**src/include/ddt_pkg.sv**
```systemverilog
`default_nettype none
package ddt_pkg;
    // register byte offsets
    localparam logic [7:0] DDT_CTRL0_OFS   = 8'h00;
    localparam logic [7:0] DDT_LOAD0_OFS   = 8'h04;
    localparam logic [7:0] DDT_BGLOAD0_OFS = 8'h08;
    localparam logic [7:0] DDT_VALUE0_OFS  = 8'h0c;
    localparam logic [7:0] DDT_CTRL1_OFS   = 8'h10;
    localparam logic [7:0] DDT_LOAD1_OFS   = 8'h14;
    localparam logic [7:0] DDT_BGLOAD1_OFS = 8'h18;
    localparam logic [7:0] DDT_VALUE1_OFS  = 8'h1c;
    localparam logic [7:0] DDT_STAT_OFS    = 8'h20;
    localparam logic [7:0] DDT_MASK_OFS    = 8'h24;
    localparam logic [7:0] DDT_ICLR_OFS    = 8'h28;
    // control field positions
    localparam int DDT_RUN_BIT    = 0;
    localparam int DDT_SHOT_BIT   = 1;
    localparam int DDT_WIDE_BIT   = 2;
    localparam int DDT_PER_BIT    = 3;
    localparam int DDT_PSC_LO     = 4;
    localparam int DDT_CTRL_W     = 6;
    // prescale select encodings
    typedef enum logic [1:0] {
        DDT_PSC_DIV1   = 2'b00,
        DDT_PSC_DIV16  = 2'b01,
        DDT_PSC_DIV256 = 2'b10
    } ddt_psc_t;
    // prescaler terminal counts
    localparam logic [7:0] DDT_TC_DIV1   = 8'h00;
    localparam logic [7:0] DDT_TC_DIV16  = 8'h0f;
    localparam logic [7:0] DDT_TC_DIV256 = 8'hff;
    // count limits and reset values
    localparam logic [31:0] DDT_MAX16    = 32'h0000ffff;
    localparam logic [31:0] DDT_MAX32    = 32'hffffffff;
    localparam logic [31:0] DDT_CNT_RST  = 32'h0000ffff;
    localparam logic [31:0] DDT_LOAD_RST = 32'h00000000;
    localparam logic [31:0] DDT_ZERO     = 32'h00000000;
    localparam logic [31:0] DDT_ONE      = 32'h00000001;
    localparam logic [5:0]  DDT_CTRL_RST = 6'h00;
endpackage
`default_nettype wire

```
**src/hdl/ddt_timer_chan.sv**
```systemverilog
`timescale 1ns/100ps
`default_nettype none
module ddt_timer_chan
    import ddt_pkg::*;
(
    input  wire logic        pclk,
    input  wire logic        presetn,
    input  wire logic        clk_en,
    input  wire logic        run,
    input  wire logic        single_shot_select,
    input  wire logic        wide_count_width,
    input  wire logic        periodic_reload_mode,
    input  wire logic [1:0]  psc_sel,
    input  wire logic        fg_we,
    input  wire logic        bg_we,
    input  wire logic [31:0] wdata,
    output logic      [31:0] count,
    output logic      [31:0] reload,
    output logic             zero_evt
);
    logic [7:0]  psc_cnt;       // prescale divider
    logic        stopped;       // single shot has expired
    logic [7:0]  psc_tc;        // selected terminal count
    logic        psc_hit;       // divider wraps this cycle
    logic        tick;          // one counting step
    logic [31:0] clamped;       // write data limited to width
    logic [31:0] width_max;     // all ones of current width
    logic [31:0] next_count;    // count after a step
    logic        hits_zero;     // step lands on zero

    // divide by 1, 16 or 256
    assign psc_tc = (psc_sel == DDT_PSC_DIV16)  ? DDT_TC_DIV16 :
                    (psc_sel == DDT_PSC_DIV256) ? DDT_TC_DIV256 : DDT_TC_DIV1;
    assign psc_hit = (psc_cnt >= psc_tc);
    // halted or expired timer does not step
    assign tick = run && !stopped && psc_hit;
    assign width_max = wide_count_width ? DDT_MAX32 : DDT_MAX16;
    assign clamped = (!wide_count_width && wdata > DDT_MAX16) ? DDT_MAX16 : wdata;
    // reload at zero: width maximum or period
    assign next_count = (count == DDT_ZERO)
                      ? (periodic_reload_mode ? reload : width_max)
                      : count - DDT_ONE;
    assign hits_zero = tick && (count == DDT_ONE);

    // prescaler, stops with the timer
    always_ff @(posedge pclk or negedge presetn)
    begin
        if (!presetn)
            psc_cnt <= 8'h00;
        else if (clk_en && run && !stopped)
            psc_cnt <= psc_hit ? 8'h00 : psc_cnt + 8'h01;
    end

    // count and reload value
    always_ff @(posedge pclk or negedge presetn)
    begin
        if (!presetn)
        begin
            count  <= DDT_CNT_RST;
            reload <= DDT_LOAD_RST;
        end
        else if (clk_en)
        begin
            if (fg_we)
            begin
                count  <= clamped;
                reload <= clamped;
            end
            else
            begin
                if (bg_we)
                    reload <= clamped;
                if (tick)
                    count <= next_count;
            end
        end
    end

    // single shot expiry and zero event
    always_ff @(posedge pclk or negedge presetn)
    begin
        if (!presetn)
        begin
            stopped  <= 1'b0;
            zero_evt <= 1'b0;
        end
        else if (clk_en)
        begin
            zero_evt <= hits_zero && !fg_we;
            if (fg_we || !single_shot_select)
                stopped <= 1'b0;
            else if (hits_zero)
                stopped <= 1'b1;
        end
    end
endmodule
`default_nettype wire

```
**src/hdl/ddt_top.sv**
```systemverilog
// How it works
// - prescale clock by 1, 16 or 256
// - count width 16 or 32 bits
// - free run reloads width maximum
// - periodic mode reloads programmed period
// - foreground write sets reload and count
// - 16-bit mode clamps loads to maximum
// - background write changes reload only
// - single shot stops at zero until reload
// - continuous mode reloads at every zero
// - halt keeps count and settings
// - status nonzero while interrupt pending
// - interrupt output gated by enable bit
// - software clear drops pending flag
// - two timer interrupts plus merged OR
`timescale 1ns/100ps
`default_nettype none
module ddt_top
    import ddt_pkg::*;
(
    input  wire logic        pclk,
    input  wire logic        presetn,
    input  wire logic        clk_en,
    input  wire logic        psel,
    input  wire logic        penable,
    input  wire logic        pwrite,
    input  wire logic [7:0]  paddr,
    input  wire logic [31:0] pwdata,
    output logic      [31:0] prdata,
    output logic             pready,
    output logic             pslverr,
    output logic             first_timer_irq,
    output logic             second_timer_irq,
    output logic             merged_expiry_irq
);
    // per timer control registers
    logic [DDT_CTRL_W-1:0] ctrl [2];
    // interrupt pending flags
    logic [1:0]  pend;
    // interrupt enable bits
    logic [1:0]  mask;
    // per timer counter views
    logic [31:0] cnt_v [2];
    logic [31:0] rld_v [2];
    logic [1:0]  zero_evt;

    // bus phase decode
    wire         acc      = psel && penable && !pready;
    wire         done     = psel && penable && pready;
    wire         wr_done  = done && pwrite;
    wire         rd_done  = done && !pwrite;

    // address decode
    wire         hit_ctrl0   = (paddr == DDT_CTRL0_OFS);
    wire         hit_load0   = (paddr == DDT_LOAD0_OFS);
    wire         hit_bg0     = (paddr == DDT_BGLOAD0_OFS);
    wire         hit_val0    = (paddr == DDT_VALUE0_OFS);
    wire         hit_ctrl1   = (paddr == DDT_CTRL1_OFS);
    wire         hit_load1   = (paddr == DDT_LOAD1_OFS);
    wire         hit_bg1     = (paddr == DDT_BGLOAD1_OFS);
    wire         hit_val1    = (paddr == DDT_VALUE1_OFS);
    wire         hit_stat    = (paddr == DDT_STAT_OFS);
    wire         hit_mask    = (paddr == DDT_MASK_OFS);
    wire         hit_iclr    = (paddr == DDT_ICLR_OFS);
    wire         hit_any     = hit_ctrl0 | hit_load0 | hit_bg0 | hit_val0 |
                               hit_ctrl1 | hit_load1 | hit_bg1 | hit_val1 |
                               hit_stat  | hit_mask  | hit_iclr;

    // write strobes, taken at the completing edge
    wire [1:0]   ctrl_we  = {wr_done && hit_ctrl1, wr_done && hit_ctrl0};
    wire [1:0]   fg_we    = {wr_done && hit_load1, wr_done && hit_load0};
    wire [1:0]   bg_we    = {wr_done && hit_bg1,   wr_done && hit_bg0};
    wire         mask_we  = wr_done && hit_mask;
    wire         iclr_we  = wr_done && hit_iclr;
    wire         stat_rd  = rd_done && hit_stat;

    // flags to clear this cycle
    wire [1:0]   clr_bits = (stat_rd ? 2'b11 : 2'b00) |
                            (iclr_we ? pwdata[1:0] : 2'b00);

    // read data selection
    wire [31:0]  ctrl0_rd = {26'h0000000, ctrl[0]};
    wire [31:0]  ctrl1_rd = {26'h0000000, ctrl[1]};
    wire [31:0]  rd_mux   = hit_ctrl0 ? ctrl0_rd :
                            (hit_load0 || hit_bg0) ? rld_v[0] :
                            hit_val0  ? cnt_v[0] :
                            hit_ctrl1 ? ctrl1_rd :
                            (hit_load1 || hit_bg1) ? rld_v[1] :
                            hit_val1  ? cnt_v[1] :
                            hit_stat  ? {30'h00000000, pend} :
                            hit_mask  ? {30'h00000000, mask} :
                            32'h00000000;

    // next interrupt state, set wins over clear
    wire [1:0]   next_pend = (pend & ~clr_bits) | zero_evt;
    wire [1:0]   next_irq  = next_pend & mask;

    // the two timer channels
    genvar g;
    generate
        for (g = 0; g < 2; g++)
        begin : gen_chan
            // control register of this timer
            always_ff @(posedge pclk or negedge presetn)
            begin
                if (!presetn)
                    ctrl[g] <= DDT_CTRL_RST;
                else if (clk_en && ctrl_we[g])
                    ctrl[g] <= pwdata[DDT_CTRL_W-1:0];
            end

            ddt_timer_chan u_chan (
                .pclk                 (pclk),
                .presetn              (presetn),
                .clk_en               (clk_en),
                .run                  (ctrl[g][DDT_RUN_BIT]),
                .single_shot_select   (ctrl[g][DDT_SHOT_BIT]),
                .wide_count_width     (ctrl[g][DDT_WIDE_BIT]),
                .periodic_reload_mode (ctrl[g][DDT_PER_BIT]),
                .psc_sel              (ctrl[g][DDT_PSC_LO+1:DDT_PSC_LO]),
                .fg_we                (fg_we[g]),
                .bg_we                (bg_we[g]),
                .wdata                (pwdata),
                .count                (cnt_v[g]),
                .reload               (rld_v[g]),
                .zero_evt             (zero_evt[g])
            );
        end
    endgenerate

    // bus answer: one wait cycle, then ready
    always_ff @(posedge pclk or negedge presetn)
    begin
        if (!presetn)
        begin
            pready  <= 1'b0;
            pslverr <= 1'b0;
            prdata  <= 32'h00000000;
        end
        else if (clk_en)
        begin
            pready <= acc;
            if (acc)
            begin
                pslverr <= !hit_any;
                prdata  <= pwrite ? 32'h00000000 : rd_mux;
            end
            else
            begin
                pslverr <= 1'b0;
            end
        end
    end

    // interrupt enables
    always_ff @(posedge pclk or negedge presetn)
    begin
        if (!presetn)
            mask <= 2'b00;
        else if (clk_en && mask_we)
            mask <= pwdata[1:0];
    end

    // pending flags and registered interrupt lines
    always_ff @(posedge pclk or negedge presetn)
    begin
        if (!presetn)
        begin
            pend              <= 2'b00;
            first_timer_irq   <= 1'b0;
            second_timer_irq  <= 1'b0;
            merged_expiry_irq <= 1'b0;
        end
        else if (clk_en)
        begin
            pend              <= next_pend;
            first_timer_irq   <= next_irq[0];
            second_timer_irq  <= next_irq[1];
            merged_expiry_irq <= |next_irq;
        end
    end
endmodule
`default_nettype wire

```
**config.mk**
```make
export PLATFORM = sky130hd
export DESIGN_NAME = ddt_top
export DESIGN_NICKNAME = d
export VERILOG_FILES = /design/src/include/ddt_pkg.sv /design/src/hdl/ddt_timer_chan.sv /design/src/hdl/ddt_top.sv
export SDC_FILE = /design/constraint.sdc
export NUM_CORES = 1
export LEC_CHECK = 0
export ABC_AREA = 1
export ABC_CLOCK_PERIOD_IN_PS = 3400
export BUFFER_PORTS_ARGS = -buffer_cell sky130_fd_sc_hd__buf_4
export CAP_MARGIN = 10
export CELL_PAD_IN_SITES_DETAIL_PLACEMENT = 0
export CELL_PAD_IN_SITES_GLOBAL_PLACEMENT = 1
export CORE_ASPECT_RATIO = 0.7
export CORE_MARGIN = 2
export CORE_UTILIZATION = 48
export DETAILED_ROUTE_END_ITERATION = 10
export GPL_ROUTABILITY_DRIVEN = 0
export PLACE_DENSITY_LB_ADDON = 0.1
export SLEW_MARGIN = 20
export SYNTH_ARGS = -nofsm -noshare
export SYNTH_HDL_FRONTEND = slang
export SYNTH_SLANG_ARGS = --single-unit
```
**constraint.sdc**
```tcl
create_clock -name pclk -period 3.4 [get_ports pclk]
set_clock_uncertainty 0.1 [all_clocks]
set_input_delay 0.68 -clock pclk [delete_from_list [all_inputs] [get_ports pclk]]
set_output_delay 0.68 -clock pclk [all_outputs]
set_load 0.03 [all_outputs]
```
==> results_dict.tcl, run 1 <==
set metrics [dict create \
    fin_nets 2025 \
    crit_buf_inv 2 \
    crit_family "simple AND/OR/NAND/NOR gates" \
    antenna_found_initial 0 \
    final_max_slew_viol_count 0 \
    reg2reg_depth 12 \
    slowest_stage "nand2_2" \
    clk_path_buf_depth 3 \
    fmax_ghz 0.3693 \
    crit_path_end "gen_chan[0].u_chan.count[27]$_DFFE_PN0P_" \
    drc 0 \
    p_int_w 0.003956 \
    hold_buffers 0 \
    synth_top_cell_by_area "dfrtp_1" \
    timing.rr.start "ctrl[10]$_DFFE_PN0P_" \
    clockPowerShare_pct 47.6 \
    cp.arrival_ns 3.01 \
    fin_crit_sh_pct 79.64 \
    hold_violations 0 \
    grt_pass1_wl_um 71190 \
    p_seq_share_pct 46.5 \
    slew_headroom_pct 47.87 \
    fin_tns_setup_ns 0 \
    avgRoutedWirePerCell_um 19.26 \
    rows 50 \
    synth_edf_count 0 \
    synth_top_area_share_pct 32.20 \
    setup_violations 0 \
    required_ns 3.71 \
    combPwrFrac_pct 5.9 \
    p_switching_w 0.001277 \
    synthDistinctLibCells 43 \
    start_util_pct 48.94 \
    post-cts-setup-buffer-count 0 \
    endpoint_kind "flop" \
    fp.dieH_um 142.4 \
    synth_area_um2 13140 \
    grt-ovfl-total 0 \
    drive_above_1_share_pct 11.18 \
    io_pins 83 \
    num_antenna_cells 0 \
    die_area_um2 28730 \
    start_kind "flop" \
    worstMarginPinSlew_ns 0.7792 \
    grt_max_degree 71 \
    leakagePower_nw 7.182 \
    p_per_area_nw_per_um2 354.9 \
    clkTransAtPathRegs_ns 0.06 \
    drt_iter0_drc 1430 \
    async_reset_ff_share_pct 100.0 \
    syn_nets 1979 \
    wirelength_um 45080 \
    cts_tree "yes" \
    clock-sinks 201 \
    avgSynthCellArea_um2 6.866 \
    ir_worst_vdd_mv 0.3130 \
    hp-class "in2async" \
    synthFlopType "dfrtp_1" \
    maxCapViolations 0 \
    synth-seq-area-share_pct 38.60 \
    yosysMostFrequentCell "nand2_1" \
    grt_use_total_pct 31.66 \
    ys.warnings.count 0 \
    startpoint "ctrl[10]$_DFFE_PN0P_" \
    die_w_um 201.7 \
    first_pass_iters 6 \
    ys_ff_latch 201 \
    rsz0062_at_grt "false" \
    floorplan.core_area_um2 26840 \
    outcome "finished clean" \
    cts_buffers 23 \
    ctsRootBufferMaster "clkbuf_16" \
    postPlaceCellArea_um2 14000 \
    clock_latency_ns 0.54 \
    area_delta_synth_final_pct 12.27 \
    cts-htree-levels 1 \
    first_global_vias 12510 \
    viasPerCell 5.663 \
    crit_type "reg2reg" \
    vias 13250 \
    crit_chain "inv_1 -> ha_1 -> inv_1 -> ha_1 -> a21oi_1 -> nor2_1 -> a211oi_1 -> nand2_1 -> nand3_1 -> nand2_2 -> nand3_1 -> nand2_1" \
    place_hpwl_um 32930 \
    ant_nets 0 \
    cp_max_fo 35 \
    netlist_instances 1913 \
    netSwitchingFraction_pct 24.41 \
    netlist_top_cells_count "nand2_1 (591), nand3_1 (213), o21ai_0 (189)" \
    fin_crit_ns 2.708 \
    r2r_slack_ns 0.69 \
    yosys-top-cells-area "dfrtp_1 (32%), nand2_1 (17%), nand3_1 (8.1%)" \
    worst-path-stages 12 \
    cts.repair.resized 0 \
    port_buffers 82 \
    stdcell_area_um2 14750 \
    r2r-end "gen_chan[0].u_chan.count[27]$_DFFE_PN0P_" \
    cp_slowest_stage_delay_ns 0.46 \
]
==> registers in the layout (all words and copies together) (netlist names) <==
signal / cells
gen_chan.u_chan.psc_cnt: 16
gen_chan.u_chan.stopped: 2
pslverr: 1
pend: 2
prdata: 32
merged_expiry_irq: 1
mask: 2
gen_chan.u_chan.reload: 64
gen_chan.u_chan.zero_evt: 2
pready: 1
first_timer_irq: 1
second_timer_irq: 1
ctrl: 12
gen_chan.u_chan.count: 64
==> final cells by class <==
| class | count | area, um^2 |
|---|---|---|
| Sequential cell | 201 | 5070 |
| Multi-Input combinational cell | 1442 | 6929 |
| Clock inverter | 3 | 18.77 |
| Inverter | 178 | 668.1 |
| Clock buffer | 39 | 725.7 |
| Tap cell | 364 | 455.4 |
| Fill cell | 2726 | 12090 |
| Timing Repair Buffer | 113 | 879.6 |
==> power by group through the flow <==
| stage | Clock, W | Combinational (W) | Sequential (W) |
|---|---|---|---|
| floorplan | 0 | 0.000125 | 0.00248 |
| global placement | 0 | 0.000304 | 0.00248 |
| detailed placement | 0 | 0.000306 | 0.00248 |
| CTS | 0.00252 | 0.000308 | 0.00244 |
| global route | 0.00260 | 0.000340 | 0.00244 |
| finish | 0.00249 | 0.000306 | 0.00244 |
==> per-layer routing <==
layer | wire (um) | vias up | global-route usage (%) | share of wire, %
met1 | 20820 | 6243 | 45.67 | 46
met5 | 0 | - | 0 | 0
li1 | - | 6361 | - | -
met2 | 18890 | 561 | 47.37 | 42
met4 | 1700 | 0 | 11.34 | 3.8
met3 | 3660 | 86 | 6.067 | 8.1
==> kinds of logic (layout without fill, tap and decap cells) <==
| logic type | count (synthesis) | after routing | synth area share, % |
|---|---|---|---|
| fa+ha+maj | 20 | 20 | 1.905 |
| mux | 3 | 3 | 0.2572 |
| compound gates | 358 | 358 | 15.00 |
| simple gates | 1018 | 1018 | 32.68 |
| buf+inv | 270 | 333 | 8.687 |
| xor+xnor | 43 | 43 | 2.867 |
| flops | 201 | 201 | 38.60 |
==> through the flow <==
stage	power (W)	hold slack (ns)	utilization (%)	cells	worst slack, ns
after global placement	0.002781	0.3661	52.17	2298	0.7497
after floorplan	0.002607	0.2844	-	1913	1.259
after CTS	0.005261	0.07501	54.95	2340	0.7044
final	0.005234	0.03904	54.95	2340	0.6921
after global routing	0.005381	0.06509	54.95	2340	0.3110
after detailed placement	0.002784	0.3672	52.17	2298	0.7051
==> worst min path at each step <==
stage	start	end	slack [ns]
3_5_place_dp	prdata[1]$_DFFE_PN0P_	prdata[1]$_DFFE_PN0P_	0.37
2_1_floorplan	presetn	ctrl[0]$_DFFE_PN0P_	0.28
5_1_grt	presetn	gen_chan[1].u_chan.reload[23]$_DFFE_PN0P_	0.07
6_report	presetn	gen_chan[1].u_chan.reload[23]$_DFFE_PN0P_	0.04
4_1_cts	presetn	gen_chan[1].u_chan.reload[23]$_DFFE_PN0P_	0.08
3_3_place_gp	gen_chan[1].u_chan.reload[24]$_DFFE_PN0P_	gen_chan[1].u_chan.reload[24]$_DFFE_PN0P_	0.37
==> cell usage in the layout (no fill, tap or decap), types with 23 or more instances in the layout <==
cell type	count
nand2_1	591
nand3_1	213
o21ai_0	189
inv_1	169
dfrtp_1	169
nor2_1	157
buf_4	110
a21oi_1	64
xor2_1	35
dfstp_2	32
a211oi_1	27
o22ai_1	27
o21ai_1	24
clkbuf_16	23
No activity file was read; power rests on OpenSTA's default activity.
==> run 2, diff against run 1 <==
--- a/config.mk
+++ b/config.mk
@@ -6,14 +6,14 @@
 export NUM_CORES = 1
 export LEC_CHECK = 0
 export ABC_AREA = 1
-export ABC_CLOCK_PERIOD_IN_PS = 3400
+export ABC_CLOCK_PERIOD_IN_PS = 2390
 export BUFFER_PORTS_ARGS = -buffer_cell sky130_fd_sc_hd__buf_4
 export CAP_MARGIN = 10
 export CELL_PAD_IN_SITES_DETAIL_PLACEMENT = 0
 export CELL_PAD_IN_SITES_GLOBAL_PLACEMENT = 1
 export CORE_ASPECT_RATIO = 0.7
 export CORE_MARGIN = 2
-export CORE_UTILIZATION = 48
+export CORE_UTILIZATION = 40
 export DETAILED_ROUTE_END_ITERATION = 10
 export GPL_ROUTABILITY_DRIVEN = 0
 export PLACE_DENSITY_LB_ADDON = 0.1
==> constraint.sdc (replaced) <==
create_clock -name pclk -period 2.39 [get_ports pclk]
set_clock_uncertainty 0.1 [all_clocks]
set_input_delay 0.478 -clock pclk [delete_from_list [all_inputs] [get_ports pclk]]
set_output_delay 0.478 -clock pclk [all_outputs]
set_load 0.03 [all_outputs]
==> results_dict.tcl, run 2 (synthesized netlist as in run 1, its figures left out) <==
set metrics [dict create \
    wirelength_um 49730 \
    viasPerCell 5.458 \
    clockPowerShare_pct 48.1 \
    clock_latency_ns 0.56 \
    hold_violations 0 \
    reg2reg_depth 10 \
    leakagePower_nw 7.622 \
    required_ns 2.71 \
    hp-class "in2reg" \
    clkTransAtPathRegs_ns 0.06 \
    ant_nets 0 \
    first_global_vias 12610 \
    crit_type "reg2reg" \
    hold_start "pwdata[31]" \
    floorplan.core_area_um2 32340 \
    endpoint_kind "flop" \
    stdcell_count 2467 \
    clock-sinks 201 \
    cp.arrival_ns 2.59 \
    cp_max_fo 6 \
    first_pass_iters 5 \
    port_buffers 82 \
    combPwrFrac_pct 6.2 \
    rows 55 \
    slew_headroom_pct 46.43 \
    avgRoutedWirePerCell_um 20.16 \
    cts_buffers 24 \
    p_per_area_nw_per_um2 482.7 \
    die_w_um 220.6 \
    final_max_slew_viol_count 0 \
    drive_above_1_share_pct 14.61 \
    ir_worst_vdd_mv 0.4889 \
    place_hpwl_um 35860 \
    worstMarginPinSlew_ns 0.8016 \
    io_pins 83 \
    antenna_found_initial 1 \
    die_area_um2 34330 \
    ctsRootBufferMaster "clkbuf_16" \
    fmax_ghz 0.4421 \
    p_switching_w 0.001931 \
    crit_chain "nor2_1 -> nand2_1 -> nor2_1 -> nand2_2 -> nor2_4 -> clkinvlp_4 -> o21ai_0 -> nand2_1 -> nand3_1 -> o21ai_0" \
    fp.dieH_um 155.6 \
    rsz0062_at_grt "true" \
    layout_commonest_cell "nand2_1" \
    r2r-end "gen_chan[1].u_chan.count[16]$_DFFE_PN0P_" \
    vias 13470 \
    maxCapViolations 0 \
    r2r_slack_ns 0.13 \
    outcome "finished clean" \
    crit_path_end "gen_chan[1].u_chan.count[16]$_DFFE_PN0P_" \
    fin_crit_sh_pct 94.63 \
    p_int_w 0.005654 \
    cts-htree-levels 1 \
    grt_pass1_wl_um 75490 \
    clk_path_buf_depth 3 \
    fin_crit_ns 2.262 \
    slowest_stage "dfrtp_1" \
    grt_max_degree 60 \
    timing.rr.start "gen_chan[1].u_chan.count[21]$_DFFE_PN0P_" \
    startpoint "gen_chan[1].u_chan.count[21]$_DFFE_PN0P_" \
    final_cell_mix "nand2_1 (589), nand3_1 (212), o21ai_0 (189)" \
    netSwitchingFraction_pct 25.46 \
    area_delta_synth_final_pct 19.63 \
    place_inst 2416 \
    cts_tree "yes" \
    fin_tns_setup_ns 0 \
    top_regs "gen_chan.u_chan.count: 64 flops, gen_chan.u_chan.reload: 64 flops, prdata: 32 flops" \
    grt_use_total_pct 28.77 \
    setup_violations 0 \
    cp_slowest_stage_delay_ns 0.44 \
    drc 0 \
    timing.hold.ws_ns 0.1253 \
    drt_iter0_drc 1408 \
    num_antenna_cells 0 \
    grt-ovfl-total 0 \
    start_kind "flop" \
    fin_nets 2088 \
    p_seq_share_pct 45.7 \
    start_util_pct 40.61 \
]
run 2: cell types whose count changed in the layout (fill, tap and decap cells not counted), moves of 3 or more:
cell and change:
buf_12 +21, buf_4 +35, buf_8 +3, clkbuf_16 +4, clkbuf_8 -7, clkinv_2 +6, inv_1 -3, nand2_4 +3
run 2: routing by layer:
metal / GRT usage, % / up-vias / routed length (um)
li1: - / 6488 / -
met1: 44.46 / 6396 / 24330
met2: 42.05 / 524 / 20630
met3: 4.405 / 57 / 3713
met4: 6.190 / 0 / 1059
met5: 0 / - / 0
run 2: stage by stage:
step           setup WS [ns]  utilization, %  total power [W]  area, um^2
2_1_floorplan         0.2488               -         0.003709       13140
3_3_place_gp         0.06152           45.63         0.003989       14760
3_5_place_dp        0.002969           45.63         0.003991       14760
4_1_cts              0.02422           48.00         0.007653       15520
5_1_grt             -0.02634           48.58         0.007830       15710
6_report              0.1283           48.58         0.007585       15710
run 2: power groups by stage:
stage | Sequential [W] | Combinational, W | Clock (W)
2_1_floorplan | 0.00353 | 0.000178 | 0
5_1_grt | 0.00347 | 0.000522 | 0.00384
6_report | 0.00346 | 0.000472 | 0.00365
3_3_place_gp | 0.00352 | 0.000466 | 0
3_5_place_dp | 0.00352 | 0.000468 | 0
4_1_cts | 0.00346 | 0.000472 | 0.00372
run 2: worst max-delay path: cells and delay by family (launching register included):
kind / cells / cell delay (ns)
simple gates: 7 / 1.05
flops: 1 / 0.44
buf+inv: 1 / 0.28
compound gates: 2 / 0.26
run 2: layout make-up:
class | count | area [um^2]
clock buffer | 34 | 668.1
multi-input combinational | 1442 | 7000
tap | 427 | 534.3
fill | 3333 | 16630
timing repair buffer | 175 | 1679
sequential | 201 | 5070
clock inverter | 10 | 86.33
inverter | 178 | 675.6
run 2: repair_timing:
| item | CTS | global route |
|---|---|---|
| endpoints found under the hold margin | 48 | 0 |
| resized for setup | 1 | 21 |
| setup buffers | 0 | 3 |
| endpoints found under the setup margin | 1 | 76 |
| hold buffers | 1 | 0 |
| cloned | 0 | 3 |
| pin swaps | 0 | 2 |
run 2: worst min-delay path by stage:
stage | end | cells past startpoint
final | gen_chan[1].u_chan.reload[31]$_DFFE_PN0P_ | 3
after global routing | gen_chan[1].u_chan.reload[31]$_DFFE_PN0P_ | 3
after CTS | gen_chan[1].u_chan.reload[31]$_DFFE_PN0P_ | 3
after detailed placement | pslverr$_DFFE_PN0P_ | 2
after global placement | gen_chan[1].u_chan.reload[25]$_DFFE_PN0P_ | 1
after floorplan | ctrl[0]$_DFFE_PN0P_ | 0
